## config.mk

```make
export PLATFORM = sky130hd
export DESIGN_NAME = agc_core
export DESIGN_NICKNAME = d
export VERILOG_FILES = /design/src/hw/agc_pkg.sv /design/src/hw/agc_divider.sv /design/src/hw/agc_core.sv
export SDC_FILE = /design/constraint.sdc
export NUM_CORES = 1
export LEC_CHECK = 0
export ABC_CLOCK_PERIOD_IN_PS = 14500
export BUFFER_PORTS_ARGS = -buffer_cell sky130_fd_sc_hd__buf_2
export CORE_MARGIN = 2
export CORE_UTILIZATION = 50
export CTS_CLUSTER_SIZE = 25
export DETAILED_ROUTE_END_ITERATION = 8
export PLACE_DENSITY = 0.68
export SYNTH_ARGS = -nofsm -noshare
export SYNTH_HDL_FRONTEND = slang
export SYNTH_HIERARCHICAL = 1
export SYNTH_SLANG_ARGS = --single-unit
```

## constraint.sdc

```tcl
create_clock -name mclk_i -period 14.5 [get_ports mclk_i]
set_input_delay 4.35 -clock mclk_i [delete_from_list [all_inputs] [get_ports mclk_i]]
set_output_delay 4.35 -clock mclk_i [all_outputs]
set_load 0.05 [all_outputs]
```

## src/hw/agc_pkg.sv

```systemverilog
package agc_pkg;
  localparam int SENSOR_COLS = 1024;
  localparam int SENSOR_ROWS = 768;
  localparam int NUM_WINDOWS = 2;
  localparam int COORD_W = 12;
  localparam int PIX_W = 12;
  localparam int GAIN_W = 12;
  localparam int SUM_W = 44;
  localparam int CNT_W = 24;
  localparam int ADDR_W = 5;
  localparam int DATA_W = 32;

  localparam logic [COORD_W-1:0] SENSOR_COLS_C = 12'h400;
  localparam logic [COORD_W-1:0] SENSOR_ROWS_C = 12'h300;
  localparam logic [COORD_W-1:0] COORD_ZERO = 12'h000;

  localparam logic [ADDR_W-1:0] OFS_WIN_SEL = 5'h00;
  localparam logic [ADDR_W-1:0] OFS_WIN_COL = 5'h01;
  localparam logic [ADDR_W-1:0] OFS_WIN_ROW = 5'h02;
  localparam logic [ADDR_W-1:0] OFS_WIN_COLS = 5'h03;
  localparam logic [ADDR_W-1:0] OFS_WIN_ROWS = 5'h04;
  localparam logic [ADDR_W-1:0] OFS_MODE = 5'h05;
  localparam logic [ADDR_W-1:0] OFS_GAIN_MAN = 5'h06;
  localparam logic [ADDR_W-1:0] OFS_GAIN_LO = 5'h07;
  localparam logic [ADDR_W-1:0] OFS_GAIN_HI = 5'h08;
  localparam logic [ADDR_W-1:0] OFS_TARGET = 5'h09;
  localparam logic [ADDR_W-1:0] OFS_FMT = 5'h0a;
  localparam logic [ADDR_W-1:0] OFS_GAIN_OUT = 5'h0b;
  localparam logic [ADDR_W-1:0] OFS_AVG = 5'h0c;
  localparam logic [ADDR_W-1:0] OFS_STATUS = 5'h0d;
  localparam logic [ADDR_W-1:0] OFS_BIND = 5'h0e;

  localparam logic [GAIN_W-1:0] GAIN_MIN_C = 12'h000;
  localparam logic [GAIN_W-1:0] GAIN_MAX_8 = 12'h3ff;
  localparam logic [GAIN_W-1:0] GAIN_MAX_12 = 12'h1ff;
  localparam logic [GAIN_W-1:0] GAIN_MAX_UNLIM = 12'hfff;
  localparam logic [GAIN_W-1:0] GAIN_BIN_CAP = 12'h2ff;
  localparam logic [GAIN_W-1:0] GAIN_STEP = 12'h001;
  localparam logic [PIX_W-1:0] TARGET_MAX_8 = 12'h0ff;
  localparam logic [PIX_W-1:0] TARGET_MAX_12 = 12'hfff;
  localparam logic [PIX_W-1:0] TARGET_RST = 12'h080;
  localparam logic [4:0] ONCE_MAX_FRAMES = 5'h1e;
  localparam logic [DATA_W-1:0] BIND_RST = 32'h0000_0000;
  localparam int DIV_CYC = SUM_W + 1;

  typedef enum logic [1:0] {
    AGC_OFF = 2'b00,
    AGC_ONCE = 2'b01,
    AGC_CONT = 2'b10
  } agc_mode_t;

  typedef struct packed {
    logic [COORD_W-1:0] col;
    logic [COORD_W-1:0] row;
    logic [COORD_W-1:0] cols;
    logic [COORD_W-1:0] rows;
  } agc_win_t;

  typedef struct packed {
    logic valid;
    logic sof;
    logic [COORD_W-1:0] col;
    logic [COORD_W-1:0] row;
    logic [PIX_W-1:0] data;
  } agc_pix_t;
endpackage

```

## src/hw/agc_divider.sv

```systemverilog
`timescale 1ns/1ps
module agc_divider
  import agc_pkg::*;
(
  // clock and reset
  input wire logic mclk_i,
  input wire logic srst_i,
  // request
  input wire logic start_i,
  input wire logic [SUM_W-1:0] num_i,
  input wire logic [CNT_W-1:0] den_i,
  // result
  output logic done_o,
  output logic [SUM_W-1:0] quot_o
);
  // restoring divider, one quotient bit per cycle; a frame is far longer
  logic [SUM_W-1:0] num_reg;
  logic [SUM_W:0] rem_reg;
  logic [CNT_W-1:0] den_reg;
  logic [6:0] cnt_reg;
  logic busy_reg;
  logic [SUM_W:0] trial;

  always_comb begin
    trial = {rem_reg[SUM_W-1:0], num_reg[SUM_W-1]};
  end

  always_ff @(posedge mclk_i) begin
    if (srst_i) begin
      busy_reg <= 1'b0;
      done_o <= 1'b0;
      cnt_reg <= 7'h00;
      num_reg <= '0;
      rem_reg <= '0;
      den_reg <= '0;
      quot_o <= '0;
    end else begin
      done_o <= 1'b0;
      if (start_i) begin
        busy_reg <= 1'b1;
        num_reg <= num_i;
        den_reg <= den_i;
        rem_reg <= '0;
        cnt_reg <= 7'(DIV_CYC - 1);
      end else if (busy_reg) begin
        num_reg <= {num_reg[SUM_W-2:0], 1'b0};
        if (trial >= {{(SUM_W+1-CNT_W){1'b0}}, den_reg}) begin
          rem_reg <= trial - {{(SUM_W+1-CNT_W){1'b0}}, den_reg};
          quot_o <= {quot_o[SUM_W-2:0], 1'b1};
        end else begin
          rem_reg <= trial;
          quot_o <= {quot_o[SUM_W-2:0], 1'b0};
        end
        cnt_reg <= cnt_reg - 7'h01;
        if (cnt_reg == 7'h01) begin
          busy_reg <= 1'b0;
          done_o <= 1'b1;
        end
      end
    end
  end
endmodule

```

## src/hw/agc_core.sv

```systemverilog
`timescale 1ns/1ps
// Function
// (RULE1) software selects window, then writes geometry
// (RULE2) reset windows cover the full sensor
// (RULE3) offsets give first column/row, sizes span
// (RULE4) offset plus size below sensor; else refused (code also accepts a sum equal to the sensor size)
// (RULE5) geometry adjustable in single steps
// (RULE6) color: even steps recommended to software
// (RULE7) binned: geometry counts virtual columns/lines
// (RULE8) active gain steers average toward target
// (RULE9) single-shot and continuous modes supported
// (RULE10) no overlap: manual gain stays in control
// (RULE11) software programs profile when both run
// (RULE12) auto gain clamped within lower/upper limits
// (RULE13) limit range depends on format, binning
// (RULE14) target 0..255 eight-bit, 0..4095 twelve-bit
// (RULE15) one shared target for gain and exposure
// (RULE16) once: off at target or 30 images
// (RULE17) only window/image intersection pixels count
// (RULE18) reset binds gain and exposure to window one
// (RULE19) per-frame average is sum over count
module agc_core
  import agc_pkg::*;
(
  // clock and reset
  input wire logic mclk_i,
  input wire logic srst_i,
  // register port
  input wire logic [ADDR_W-1:0] addr_i,
  input wire logic [DATA_W-1:0] wdata_i,
  input wire logic wr_i,
  input wire logic rd_i,
  output logic [DATA_W-1:0] rdata_o,
  // pixel stream and image window
  input wire agc_pix_t pix_i,
  input wire agc_win_t image_win_i,
  // camera state bits
  input wire logic fmt_12bit_i,
  input wire logic binning_i,
  input wire logic limits_off_i,
  // gain out
  output logic [GAIN_W-1:0] gain_o,
  output logic [PIX_W-1:0] target_gray_level_o,
  output logic auto_active_o
);
  agc_win_t win_reg [NUM_WINDOWS];
  logic stats_window_select_reg;
  logic bind_reg;
  agc_mode_t auto_gain_mode_reg;
  logic [GAIN_W-1:0] manual_gain_value_reg;
  logic [GAIN_W-1:0] gain_lower_bound_reg;
  logic [GAIN_W-1:0] gain_upper_bound_reg;
  logic [PIX_W-1:0] target_gray_level_reg;
  logic [GAIN_W-1:0] auto_gain_reg;
  logic use_auto_reg;
  logic [PIX_W-1:0] avg_reg;
  logic reject_reg;
  logic [4:0] once_cnt_reg;
  logic [SUM_W-1:0] sum_reg;
  logic [CNT_W-1:0] cnt_reg;
  logic [SUM_W-1:0] quot;
  logic div_start;
  logic div_done;
  logic frame_end;
  logic [GAIN_W-1:0] gain_cap;
  logic [GAIN_W-1:0] start_gain;
  logic [PIX_W-1:0] target_max;
  logic [COORD_W:0] geo_end;
  logic [COORD_W:0] geo_lim;
  logic [COORD_W-1:0] new_col;
  logic [COORD_W-1:0] new_row;
  logic [COORD_W-1:0] new_cols;
  logic [COORD_W-1:0] new_rows;
  logic geo_wr;
  logic geo_ok;
  logic in_stats;
  logic in_image;
  logic overlap;
  agc_win_t sw;
  logic [PIX_W-1:0] wtarget;

  // limit ceilings follow format, binning, unlocked limits
  always_comb begin
    gain_cap = fmt_12bit_i ? GAIN_MAX_12 : GAIN_MAX_8;
    if (binning_i && gain_cap > GAIN_BIN_CAP) begin
      gain_cap = GAIN_BIN_CAP; // RULE13
    end
    if (limits_off_i) begin
      gain_cap = GAIN_MAX_UNLIM; // RULE13
    end
    target_max = fmt_12bit_i ? TARGET_MAX_12 : TARGET_MAX_8; // RULE14
    // an auto run begun after reset or a manual gain write starts from manual gain pulled inside the limits
    start_gain = manual_gain_value_reg;
    if (start_gain > gain_upper_bound_reg) begin
      start_gain = gain_upper_bound_reg; // RULE12
    end
    if (start_gain < gain_lower_bound_reg) begin
      start_gain = gain_lower_bound_reg; // RULE12
    end
  end

  // geometry check on the selected window, single-step granularity
  always_comb begin
    sw = win_reg[stats_window_select_reg]; // RULE1
    new_col = (addr_i == OFS_WIN_COL) ? wdata_i[COORD_W-1:0] : sw.col;
    new_row = (addr_i == OFS_WIN_ROW) ? wdata_i[COORD_W-1:0] : sw.row;
    new_cols = (addr_i == OFS_WIN_COLS) ? wdata_i[COORD_W-1:0] : sw.cols;
    new_rows = (addr_i == OFS_WIN_ROWS) ? wdata_i[COORD_W-1:0] : sw.rows;
    geo_wr = wr_i && (addr_i == OFS_WIN_COL || addr_i == OFS_WIN_ROW ||
      addr_i == OFS_WIN_COLS || addr_i == OFS_WIN_ROWS);
    // full-sensor reset value must stay writable, so bound is inclusive
    geo_end = {1'b0, new_col} + {1'b0, new_cols};
    geo_lim = {1'b0, SENSOR_COLS_C};
    geo_ok = (geo_end <= geo_lim); // RULE4
    geo_end = {1'b0, new_row} + {1'b0, new_rows};
    geo_lim = {1'b0, SENSOR_ROWS_C};
    geo_ok = geo_ok && (geo_end <= geo_lim); // RULE4
    wtarget = (wdata_i[PIX_W-1:0] > target_max) ? target_max
      : wdata_i[PIX_W-1:0]; // RULE14
  end

  always_ff @(posedge mclk_i) begin
    if (srst_i) begin
      for (int i = 0; i < NUM_WINDOWS; i++) begin
        win_reg[i] <= '{COORD_ZERO, COORD_ZERO, SENSOR_COLS_C,
          SENSOR_ROWS_C}; // RULE2
      end
      reject_reg <= 1'b0;
    end else if (geo_wr) begin
      reject_reg <= !geo_ok;
      if (geo_ok) begin
        win_reg[stats_window_select_reg] <= '{new_col, new_row, new_cols,
          new_rows}; // RULE3 RULE5 RULE7
      end
    end
  end

  always_ff @(posedge mclk_i) begin
    if (srst_i) begin
      stats_window_select_reg <= 1'b0;
      bind_reg <= BIND_RST[0]; // RULE18
      manual_gain_value_reg <= GAIN_MIN_C;
      gain_lower_bound_reg <= GAIN_MIN_C;
      gain_upper_bound_reg <= GAIN_MAX_8;
      target_gray_level_reg <= TARGET_RST;
    end else if (wr_i) begin
      case (addr_i)
        OFS_WIN_SEL: stats_window_select_reg <= wdata_i[0]; // RULE1
        OFS_BIND: bind_reg <= wdata_i[0];
        OFS_GAIN_MAN: manual_gain_value_reg <= wdata_i[GAIN_W-1:0];
        OFS_GAIN_LO: begin
          if (wdata_i[GAIN_W-1:0] <= gain_cap) begin
            gain_lower_bound_reg <= wdata_i[GAIN_W-1:0]; // RULE13
          end
        end
        OFS_GAIN_HI: begin
          if (wdata_i[GAIN_W-1:0] <= gain_cap) begin
            gain_upper_bound_reg <= wdata_i[GAIN_W-1:0]; // RULE13
          end
        end
        OFS_TARGET: target_gray_level_reg <= wtarget; // RULE14
        default: ;
      endcase
    end
  end

  // intersection of bound statistics window and image window
  always_comb begin
    in_stats = pix_i.col >= win_reg[bind_reg].col &&
      pix_i.col < win_reg[bind_reg].col + win_reg[bind_reg].cols &&
      pix_i.row >= win_reg[bind_reg].row &&
      pix_i.row < win_reg[bind_reg].row + win_reg[bind_reg].rows;
    in_image = pix_i.col >= image_win_i.col &&
      pix_i.col < image_win_i.col + image_win_i.cols &&
      pix_i.row >= image_win_i.row &&
      pix_i.row < image_win_i.row + image_win_i.rows;
    frame_end = pix_i.valid && pix_i.sof;
    div_start = frame_end && (cnt_reg != '0);
  end

  always_ff @(posedge mclk_i) begin
    if (srst_i) begin
      sum_reg <= '0;
      cnt_reg <= '0;
    end else if (pix_i.valid) begin
      // divider latches the closing frame's totals on this same edge
      if (pix_i.sof) begin
        sum_reg <= '0;
        cnt_reg <= '0;
      end
      // sof pixel starts the new frame and counts toward it
      if (in_stats && in_image) begin
        if (pix_i.sof) begin
          sum_reg <= {{(SUM_W-PIX_W){1'b0}}, pix_i.data}; // RULE17
          cnt_reg <= {{(CNT_W-1){1'b0}}, 1'b1};
        end else begin
          sum_reg <= sum_reg + {{(SUM_W-PIX_W){1'b0}}, pix_i.data}; // RULE17
          cnt_reg <= cnt_reg + {{(CNT_W-1){1'b0}}, 1'b1};
        end
      end
    end
  end

  agc_divider u_div (
    .mclk_i(mclk_i),
    .srst_i(srst_i),
    .start_i(div_start),
    .num_i(sum_reg),
    .den_i(cnt_reg),
    .done_o(div_done),
    .quot_o(quot)
  );

  // whole-frame overlap: an empty intersection leaves manual in charge
  always_ff @(posedge mclk_i) begin
    if (srst_i) begin
      overlap <= 1'b0;
    end else if (frame_end) begin
      overlap <= (cnt_reg != '0); // RULE10
    end
  end

  // gain update once per finished frame; step of one toward target
  always_ff @(posedge mclk_i) begin
    if (srst_i) begin
      auto_gain_mode_reg <= AGC_OFF;
      auto_gain_reg <= GAIN_MIN_C;
      once_cnt_reg <= 5'h00;
      use_auto_reg <= 1'b0;
    end else if (wr_i && addr_i == OFS_MODE) begin
      auto_gain_mode_reg <= agc_mode_t'(wdata_i[1:0]); // RULE9
      once_cnt_reg <= 5'h00;
      if (wdata_i[1:0] != AGC_OFF && !use_auto_reg) begin
        auto_gain_reg <= start_gain; // RULE12
      end
      use_auto_reg <= (wdata_i[1:0] != AGC_OFF) || use_auto_reg;
    end else if (wr_i && addr_i == OFS_GAIN_MAN) begin
      use_auto_reg <= 1'b0;
    end else if (div_done && auto_gain_mode_reg != AGC_OFF) begin
      if (quot[PIX_W-1:0] < target_gray_level_reg) begin // RULE8 RULE15
        if (auto_gain_reg < gain_upper_bound_reg) begin
          auto_gain_reg <= auto_gain_reg + GAIN_STEP; // RULE12
        end
      end else if (quot[PIX_W-1:0] > target_gray_level_reg) begin
        if (auto_gain_reg > gain_lower_bound_reg) begin
          auto_gain_reg <= auto_gain_reg - GAIN_STEP; // RULE12
        end
      end
      if (auto_gain_mode_reg == AGC_ONCE) begin
        once_cnt_reg <= once_cnt_reg + 5'h01;
        if (quot[PIX_W-1:0] == target_gray_level_reg ||
            once_cnt_reg + 5'h01 >= ONCE_MAX_FRAMES) begin
          auto_gain_mode_reg <= AGC_OFF; // RULE16
        end
      end
    end
  end

  // measured average follows every frame with counted pixels, whether auto runs or not
  always_ff @(posedge mclk_i) begin
    if (srst_i) begin
      avg_reg <= '0;
    end else if (div_done) begin
      avg_reg <= quot[PIX_W-1:0]; // RULE19
    end
  end

  always_ff @(posedge mclk_i) begin
    if (srst_i) begin
      gain_o <= GAIN_MIN_C;
    end else if (use_auto_reg && overlap) begin
      gain_o <= auto_gain_reg; // RULE8
    end else begin
      gain_o <= manual_gain_value_reg; // RULE10
    end
  end

  assign target_gray_level_o = target_gray_level_reg; // RULE15
  assign auto_active_o = (auto_gain_mode_reg != AGC_OFF);

  always_ff @(posedge mclk_i) begin
    if (srst_i) begin
      rdata_o <= '0;
    end else if (rd_i) begin
      case (addr_i)
        OFS_WIN_SEL: rdata_o <= {31'h0, stats_window_select_reg};
        OFS_WIN_COL: rdata_o <= {20'h0, sw.col};
        OFS_WIN_ROW: rdata_o <= {20'h0, sw.row};
        OFS_WIN_COLS: rdata_o <= {20'h0, sw.cols};
        OFS_WIN_ROWS: rdata_o <= {20'h0, sw.rows};
        OFS_MODE: rdata_o <= {30'h0, auto_gain_mode_reg};
        OFS_GAIN_MAN: rdata_o <= {20'h0, manual_gain_value_reg};
        OFS_GAIN_LO: rdata_o <= {20'h0, gain_lower_bound_reg};
        OFS_GAIN_HI: rdata_o <= {20'h0, gain_upper_bound_reg};
        OFS_TARGET: rdata_o <= {20'h0, target_gray_level_reg};
        OFS_FMT: rdata_o <= {29'h0, limits_off_i, binning_i, fmt_12bit_i};
        OFS_GAIN_OUT: rdata_o <= {20'h0, gain_o};
        OFS_AVG: rdata_o <= {20'h0, avg_reg};
        OFS_STATUS: rdata_o <= {29'h0, reject_reg, overlap, use_auto_reg};
        OFS_BIND: rdata_o <= {31'h0, bind_reg};
        default: rdata_o <= '0;
      endcase
    end else begin
      rdata_o <= '0;
    end
  end
endmodule

```

==> flow_summary.yaml, run 1 <==
run_status:
  status: "completed"
finish:
  drive_gt1_frac: 0.1160
  regArea_sq_mm: 0.009116
  area_delta_synth_final_pct: 8.608
  fin_nets: 3849
  mostFrequentLayoutCells: "307 x dfxtp_1, 292 x nor2_1, 278 x ha_1"
  largest_register_ffs: 96
  diodes: 0
  utilization: 0.5483
  fillers: 5436
  multi_input_area_sq_mm: 0.01824
  final_common_cell: "dfxtp_1"
critical_path:
  setup.worst_path.class: "input pin to register"
  worst-r2r-cell-count: 23
  startpoint_type: "input pin"
  regToRegSetupSlack_ns: 7.40
  timing.rr.end: "sum_reg[25]"
  crit_path_max_fanout: 91
  critPathRequiredTime_ns: 14.72
  cp.arrival_ns: 10.45
  end_kind: "register"
cts:
  clk_pin_slew_ns: 0.06
  cts_resized: 0
  postCtsHoldBufs: 0
  cts_made_buffers: 45
  postCtsSetupRepairBufs: 0
  cts_tree: "built"
  numClockSinks: 407
  clock_latency_ns: 0.60
  clockBufferDepth: 3
  cts_root_buffer: "clkbuf_16"
  cts_max_level: 2
floorplanning:
  io_pins: 187
  core_sq_mm: 0.05759
  start_util: 0.5048
  fp-row-count: 88
  die_h_um: 245.1
  die_w_um: 245.1
  die_area_sq_mm: 0.06008
detailed_routing:
  dr.pass1.iters: 8
  first_iter_violations: 2005
  num_vias: 24880
  antenna_left: 0
  drc: 0
  post_drt_via_cell_ratio: 5.878
  drt-total-wl_um: 78630
  drt-wirelength-per-cell_um: 18.58
yosys:
  syn_area_per_cell_sq_um: 8.550
  synth_area_sq_mm: 0.02907
  synthCells: 3400
  yosys_warnings: 6
sta:
  finalSetupViolCount: 0
  fmax_mhz: 97.72
  maxSlewHeadroom: 0.2040
  hold_viol: 0
  setup_tns_ns: 0
  min_period_ns: 10.23
  worst-slew-pin-transition_ns: 1.179
  drv_slew: 0
  period_share: 0.7057
  rsz0062_at_grt: "no"
  finClkSkew_ns: 0.02395
place:
  portBuffers: 146
  post-dp-hpwl_um: 56120
  gp_congestion: 0.9590
global_route:
  grtUsageTotal: 0.2568
  grt_pass1_wl_um: 124800
  grt_pass1_vias: 23270
  grt_start_max_net_pins: 92
  grt-ovfl-total: 0
  antenna_found_initial: 1
power:
  p_sw_uw: 701.7
  powerDensity_mw_per_mm2: 84.41
  sw_frac_of_total: 0.2633
  seq_power_share: 0.441
  combPwrFrac: 0.127
  p_int_uw: 1963
  p_leak_uw: 0.01375
  p_clk_frac: 0.432
  ir_drop_uv: 83.90
min_path:
  min_from: "sum_reg[43]"
  hold_class: "register to register"
  hold_depth: 2
  hold_path_end: "sum_reg[43]"
run:
  drv_cap: 0
==> metal layers <==
| layer | global-route usage | routed length (um) |
|---|---|---|
| met2 | 0.4290 | 36990 |
| met1 | 0.3346 | 34250 |
| met4 | 0.09397 | 2799 |
| met3 | 0.03969 | 4583 |
| met5 | 0 | 10 |
==> per-stage QoR <==
stage / hold WS [ns] / instances / setup slack (ns) / power, uW / instance area (sq um)
after floorplan: 0.4460 / 3419 / 2.265 / 1445 / 29140
after CTS: 0.4831 / 4232 / 4.307 / 2689 / 31570
after global placement: 0.4628 / 4150 / 3.782 / 1532 / 30100
final: 0.4809 / 4232 / 4.267 / 2665 / 31570
after global routing: 0.4884 / 4232 / 3.951 / 2771 / 31570
after detailed placement: 0.4764 / 4150 / 3.709 / 1537 / 30100
==> power by group through the flow <==
stage | Combinational, uW | Clock [uW] | Sequential (uW)
global route | 378 | 1220 | 1180
floorplan | 241 | 0 | 1200
global placement | 332 | 0 | 1200
detailed placement | 336 | 0 | 1200
CTS | 338 | 1170 | 1180
finish | 338 | 1150 | 1180
==> final cells by class <==
type	instances	area share
tap	765	0.03032
clock inverter	13	0.003170
multi-input combinational	2582	0.5778
timing repair buffer	176	0.03048
sequential	407	0.2887
inverter	220	0.02616
clock buffer	69	0.04336
==> worst max path at each step <==
stage | startpoint | to | slack [ns] | cells after the start
finish | addr_i[0] | win_reg[1][19] | 4.27 | 19
global route | addr_i[0] | win_reg[1][19] | 3.95 | 17
CTS | addr_i[0] | win_reg[1][19] | 4.31 | 19
detailed placement | addr_i[0] | win_reg[1][19] | 3.71 | 19
global placement | addr_i[0] | win_reg[1][18] | 3.78 | 19
floorplan | addr_i[2] | win_reg[0][0] | 2.27 | 17
==> critical path, cell delays in order <==
cell and delay (ns):
buf_2 0.61, and2_1 0.26, nand2_1 0.56, nand2_1 0.20, o21ai_0 0.19, inv_1 0.12
ha_1 0.21, inv_1 0.07, fa_1 0.39, xnor2_1 0.14, or4b_1 0.50, nor4_1 0.26
o211ai_1 0.19, a2111oi_4 0.28, o221ai_2 0.16, or4_2 0.62, buf_4 0.43, o21ai_4 0.24
buf_4 0.61
Power figures use the tool's default switching activity.
==> inputs of run 2 (changes only) <==
--- a/config.mk
+++ b/config.mk
@@ -5,13 +5,13 @@
 export SDC_FILE = /design/constraint.sdc
 export NUM_CORES = 1
 export LEC_CHECK = 0
-export ABC_CLOCK_PERIOD_IN_PS = 14500
+export ABC_CLOCK_PERIOD_IN_PS = 9200
 export BUFFER_PORTS_ARGS = -buffer_cell sky130_fd_sc_hd__buf_2
 export CORE_MARGIN = 2
 export CORE_UTILIZATION = 50
 export CTS_CLUSTER_SIZE = 25
 export DETAILED_ROUTE_END_ITERATION = 8
-export PLACE_DENSITY = 0.68
+export PLACE_DENSITY = 0.7
 export SYNTH_ARGS = -nofsm -noshare
 export SYNTH_HDL_FRONTEND = slang
 export SYNTH_HIERARCHICAL = 1
==> constraint.sdc (replaced) <==
create_clock -name mclk_i -period 9.2 [get_ports mclk_i]
set_input_delay 2.76 -clock mclk_i [delete_from_list [all_inputs] [get_ports mclk_i]]
set_output_delay 2.76 -clock mclk_i [all_outputs]
set_load 0.05 [all_outputs]
==> run 2 against run 1 <==
  * Die area unchanged
  * Sequential share of layout area decreased by 0.27 points
  * Sequential power increased by 57%
  * Worst hold slack got worse by 0.0016 ns
  * Worst setup slack got worse by 2.7 ns
  * Final area increased by 0.93%
  * Highest routed layer is now met4
==> flow_summary.yaml, run 2 (synthesis results as in run 1) <==
finish:
  fillers: 5278
  finalNonFillerCells: 4240
  area_delta_synth_final_pct: 9.616
  final_common_cell: "dfxtp_1"
  drive_gt1_frac: 0.1172
  fin_nets: 3856
  largest_register_ffs: 96
  mostFrequentLayoutCells: "307 x dfxtp_1, 292 x nor2_1, 278 x ha_1"
global_route:
  antenna_found_initial: 1
  grt_pass1_vias: 22820
  grt_pass1_wl_um: 124900
  grt-ovfl-total: 0
  grtUsageTotal: 0.2574
  grt_start_max_net_pins: 92
detailed_routing:
  post_drt_via_cell_ratio: 5.919
  drt-total-wl_um: 79310
  drc: 0
  antenna_left: 0
  dr.pass1.iters: 6
  drt-wirelength-per-cell_um: 18.71
  first_iter_violations: 1958
  num_vias: 25100
cts:
  postCtsHoldBufs: 0
  cts_resized: 0
  postCtsSetupRepairBufs: 0
  cts_root_buffer: "clkbuf_16"
  cts_tree: "built"
  cts_made_buffers: 45
  numClockSinks: 407
  clock_latency_ns: 0.59
  cts_max_level: 2
  clockBufferDepth: 3
  clk_pin_slew_ns: 0.06
min_path:
  hold_path_end: "sum_reg[43]"
  min_from: "sum_reg[43]"
  hold_depth: 2
  hold_class: "register to register"
sta:
  min_period_ns: 7.636
  hold_viol: 0
  maxSlewHeadroom: 0.2172
  postLayoutSetupSlackWorst_ns: 1.564
  period_share: 0.8300
  rsz0062_at_grt: "no"
  fmax_mhz: 131.0
  finClkSkew_ns: 0.02201
  worst-slew-pin-transition_ns: 1.145
  finalSetupViolCount: 0
  drv_slew: 0
  whs_ns: 0.4793
run_status:
  status: "completed"
critical_path:
  setup.worst_path.class: "input pin to register"
  end_kind: "register"
  critPathRequiredTime_ns: 9.71
  cp.arrival_ns: 8.15
  worst-r2r-cell-count: 20
  regToRegSetupSlack_ns: 2.33
  startpoint_type: "input pin"
  crit_path_max_fanout: 12
  timing.rr.end: "sum_reg[21]"
place:
  placed_cells: 4157
  post-dp-hpwl_um: 56770
  gp_congestion: 0.9634
  portBuffers: 146
  place_ws_ns: 0.9797
power:
  p_leak_uw: 0.01388
  ir_drop_uv: 136.1
  powerDensity_mw_per_mm2: 139.8
  total_power_uw: 4456
floorplanning:
  io_pins: 187
  core_sq_mm: 0.05759
  start_util: 0.5048
  die_h_um: 245.1
  die_w_um: 245.1
  fp-row-count: 88
  die_area_sq_mm: 0.06008
run:
  drv_cap: 0
-- run 2: power by group --
group          switching (uW)  total [uW]  internal, uW
combinational             335         537           202
clock                     767        2060          1300
sequential               11.3        1850          1840
-- run 2: final cells by class --
cell class / instances / area, sq um / area share
multi-input combinational: 2582 / 18230 / 0.5722
sequential: 407 / 9116 / 0.2861
clock buffer: 62 / 1262 / 0.03962
timing repair buffer: 183 / 1052 / 0.03302
tap: 765 / 957.2 / 0.03004
inverter: 220 / 825.8 / 0.02592
clock inverter: 20 / 416.7 / 0.01308
antenna: 1 / 2.502 / 0.00007853
-- run 2: metrics by stage --
stage                       util  instance area [sq um]  setup TNS (ns)
after floorplan                -                  29140          -13.75
after global placement    0.5241                  30180               0
after detailed placement  0.5241                  30180               0
after CTS                 0.5533                  31860               0
after global routing      0.5533                  31860               0
final                     0.5533                  31860               0
-- run 2: critical path: stages --
cell       delay (ns)
buf_2            0.10
ha_1             0.27
a21o_1           0.18
a21oi_1          0.22
nand2b_1         0.14
a21oi_1          0.07
o21ai_0          0.21
nand2b_1         0.11
a41o_1           0.27
o41ai_1          0.31
xnor2_1          0.13
ha_1             0.19
or4_1            0.47
a31oi_1          0.16
o2111ai_1        0.13
or4_4            0.54
nor4_4           0.18
o211a_1          0.37
nand3_1          0.51
or3_1            0.63
o2bb2ai_1        0.18
-- run 2: how the worst max path moves through the flow --
stage	start	end	slack, ns	depth (start not counted)
after floorplan	addr_i[2]	win_reg[0][0]	-0.14	17
after global routing	addr_i[3]	win_reg[0][13]	1.20	17
after CTS	image_win_i[13]	sum_reg[19]	1.55	21
after detailed placement	image_win_i[13]	cnt_reg[4]	0.98	21
after global placement	image_win_i[13]	cnt_reg[4]	0.98	21
final	image_win_i[13]	sum_reg[21]	1.56	21
-- run 2: metal layers --
metal,up-vias,share of wire,global-route usage
met1,11770,0.43,0.3329
met4,0,0.042,0.1029
li1,12370,-,-
met2,747,0.47,0.4280
met3,210,0.060,0.04122
met5,-,0,0
==> inputs of run 3 (changes only) <==
--- a/config.mk
+++ b/config.mk
@@ -5,13 +5,14 @@
 export SDC_FILE = /design/constraint.sdc
 export NUM_CORES = 1
 export LEC_CHECK = 0
-export ABC_CLOCK_PERIOD_IN_PS = 9200
+export ABC_AREA = 1
+export ABC_CLOCK_PERIOD_IN_PS = 7760
 export BUFFER_PORTS_ARGS = -buffer_cell sky130_fd_sc_hd__buf_2
 export CORE_MARGIN = 2
 export CORE_UTILIZATION = 50
 export CTS_CLUSTER_SIZE = 25
 export DETAILED_ROUTE_END_ITERATION = 8
-export PLACE_DENSITY = 0.7
+export PLACE_DENSITY = 0.67
 export SYNTH_ARGS = -nofsm -noshare
 export SYNTH_HDL_FRONTEND = slang
 export SYNTH_HIERARCHICAL = 1
==> constraint.sdc (replaced) <==
create_clock -name mclk_i -period 7.76 [get_ports mclk_i]
set_input_delay 2.328 -clock mclk_i [delete_from_list [all_inputs] [get_ports mclk_i]]
set_output_delay 2.328 -clock mclk_i [all_outputs]
set_load 0.05 [all_outputs]
==> run 3 against run 2 <==
  * Area after synthesis grew 6.7%
  * Sequential power rose by 22%
  * Core utilization is 0.34 points lower
  * Clock-buffer cell count is 1 lower
  * Largest cell class unchanged
  * Highest routed layer is now met5
  * Register-to-register slack worse by 0.54 ns
==> flow_summary.yaml, run 3 <==
cts:
  clock_latency_ns: 0.61
  clockBufferDepth: 3
  cts_made_buffers: 47
  cts_tree: "built"
  numClockSinks: 407
  postCtsSetupRepairBufs: 0
  clk_pin_slew_ns: 0.06
  cts_resized: 0
  cts_max_level: 2
  cts_root_buffer: "clkbuf_16"
  postCtsHoldBufs: 0
place:
  placed_area_sq_mm: 0.03225
  portBuffers: 146
  place_ws_ns: 0.8474
  gp_congestion: 0.9722
  post-dp-hpwl_um: 69510
power:
  total_power_uw: 6417
  seq_power_share: 0.350
  combPwrFrac: 0.299
  p_int_uw: 4117
  p_sw_uw: 2300
  powerDensity_mw_per_mm2: 189.8
  ir_drop_uv: 287.0
  sw_frac_of_total: 0.3584
  p_leak_uw: 0.01610
  p_clk_frac: 0.351
detailed_routing:
  first_iter_violations: 2534
  num_vias: 30340
  drt-total-wl_um: 92830
  antenna_left: 0
  post_drt_via_cell_ratio: 5.518
  drt-wirelength-per-cell_um: 16.89
  dr.pass1.iters: 6
  drc: 0
floorplanning:
  die_h_um: 253.1
  die_w_um: 253.1
  die_area_sq_mm: 0.06404
  io_pins: 187
  fp-row-count: 91
  start_util: 0.5044
  core_sq_mm: 0.06148
sta:
  drv_slew: 0
  rsz0062_at_grt: "no"
  maxSlewHeadroom: 0.2763
  postLayoutSetupSlackWorst_ns: 1.387
  hold_viol: 0
  fmax_mhz: 156.9
  setup_tns_ns: 0
  finalSetupViolCount: 0
  finClkSkew_ns: 0.03874
  period_share: 0.8212
  worst-slew-pin-transition_ns: 1.084
  min_period_ns: 6.373
global_route:
  antenna_found_initial: 4
  grt_pass1_vias: 27220
  grtUsageTotal: 0.2833
  grt-ovfl-total: 0
  grt_pass1_wl_um: 145400
  grt_start_max_net_pins: 75
critical_path:
  cp_num_buf_inv: 5
  path_delay_family: "compound AO/OA/AOI/OAI gates"
  worst-r2r-cell-count: 27
  startpoint_type: "input pin"
  end_kind: "register"
  timing.rr.end: "cnt_reg[20]"
  critPathRequiredTime_ns: 8.29
  cp_common_cell: "a21oi_1"
  cp.arrival_ns: 6.91
  slowest_stage: "nor2_1"
  critical_path.max_stage_delay_ns: 0.60
  crit_path_max_fanout: 22
  regToRegSetupSlack_ns: 1.79
  setup.worst_path.class: "input pin to register"
run:
  drv_cap: 0
min_path:
  min_from: "avg_reg[11]"
  hold_depth: 2
  hold_class: "register to register"
  hold_path_end: "avg_reg[11]"
finish:
  area_delta_synth_final_pct: 9.012
  final_common_cell: "nand2_1"
  largest_register_ffs: 96
  final_area_sq_mm: 0.03381
  fillers: 6233
  fin_nets: 5082
  mostFrequentLayoutCells: "1072 x nand2_1, 680 x inv_1, 417 x a21oi_1"
  drive_gt1_frac: 0.07440
yosys:
  synthCells: 4611
  synth_area_sq_mm: 0.03101
  syn_area_per_cell_sq_um: 6.726
  yosys_warnings: 6
run_status:
  status: "completed"
[run 3: cell count changes in the layout (fill, tap and decap cells not counted), moves of 33 or more]
cell	delta
nand2_1	+799
inv_1	+461
mux2i_1	-223
nand3_1	+201
a21oi_1	+181
o21ai_0	+174
a21o_1	-70
mux2_2	-55
a31oi_1	-46
nand4_1	+45
nor2_1	+41
and3_1	-40
nand2b_1	-37
nor3_1	-33
[run 3: area by class of cell]
class | count | area (sq um) | share of cell area
Antenna cell | 3 | 7.507 | 0.0002220
Inverter | 700 | 2628 | 0.07771
Sequential cell | 407 | 9114 | 0.2696
Multi-Input combinational cell | 3325 | 18480 | 0.5466
Timing Repair Buffer | 184 | 1041 | 0.03079
Clock buffer | 61 | 1299 | 0.03841
Clock inverter | 27 | 252.7 | 0.007475
Tap cell | 790 | 988.4 | 0.02924
[run 3: worst max-delay path by stage]
| stage | startpoint | end | cells past startpoint |
|---|---|---|---|
| 2_1_floorplan | addr_i[1] | win_reg[0][0] | 22 |
| 3_3_place_gp | image_win_i[12] | sum_reg[3] | 26 |
| 3_5_place_dp | image_win_i[12] | cnt_reg[8] | 27 |
| 4_1_cts | image_win_i[12] | cnt_reg[20] | 27 |
| 5_1_grt | image_win_i[12] | cnt_reg[3] | 27 |
| 6_report | image_win_i[12] | cnt_reg[20] | 27 |
[run 3: power by group through the flow]
stage | clock (uW) | sequential, uW | combinational [uW]
floorplan | 0 | 2290 | 1430
global placement | 0 | 2290 | 1870
detailed placement | 0 | 2290 | 1890
CTS | 2280 | 2250 | 1900
global route | 2360 | 2250 | 2170
finish | 2250 | 2250 | 1920
[run 3: worst register-to-register path: stages, from the launching register on]
cell and delay, ns:
dfxtp_2 0.90, buf_4 0.58, nand2_1 0.11, o21ai_0 0.23, inv_1 0.10, ha_1 0.35, nand2_1 0.06, o21ai_0 0.26
a21oi_1 0.11, o21bai_1 0.20, a21oi_1 0.09, o21ai_0 0.26, nand2_1 0.08, nand2_1 0.06, a21oi_1 0.06, xor2_1 0.15
ha_1 0.28, nand2_1 0.09, nor2_1 0.05, a211oi_1 0.18, nand3_1 0.19, nor2_1 0.51, nand2_1 0.12, buf_4 0.22
nor2_2 0.11, buf_4 0.27, nand3_1 0.13, a21oi_1 0.15
[run 3: layer usage]
layer / vias up / GRT usage / wire length [um]
li1: 15330 / - / -
met1: 13850 / 0.3903 / 42180
met2: 998 / 0.4492 / 40890
met3: 157 / 0.05078 / 6920
met4: 4 / 0.08876 / 2815
met5: - / 0 / 25
[run 3: through the flow]
| step | cells | hold WS (ns) | util |
|---|---|---|---|
| floorplan | 4630 | 0.4286 | - |
| global placement | 5406 | 0.4428 | 0.5245 |
| detailed placement | 5406 | 0.4454 | 0.5245 |
| CTS | 5494 | 0.4539 | 0.5498 |
| global route | 5496 | 0.4701 | 0.5499 |
| finish | 5497 | 0.4506 | 0.5499 |
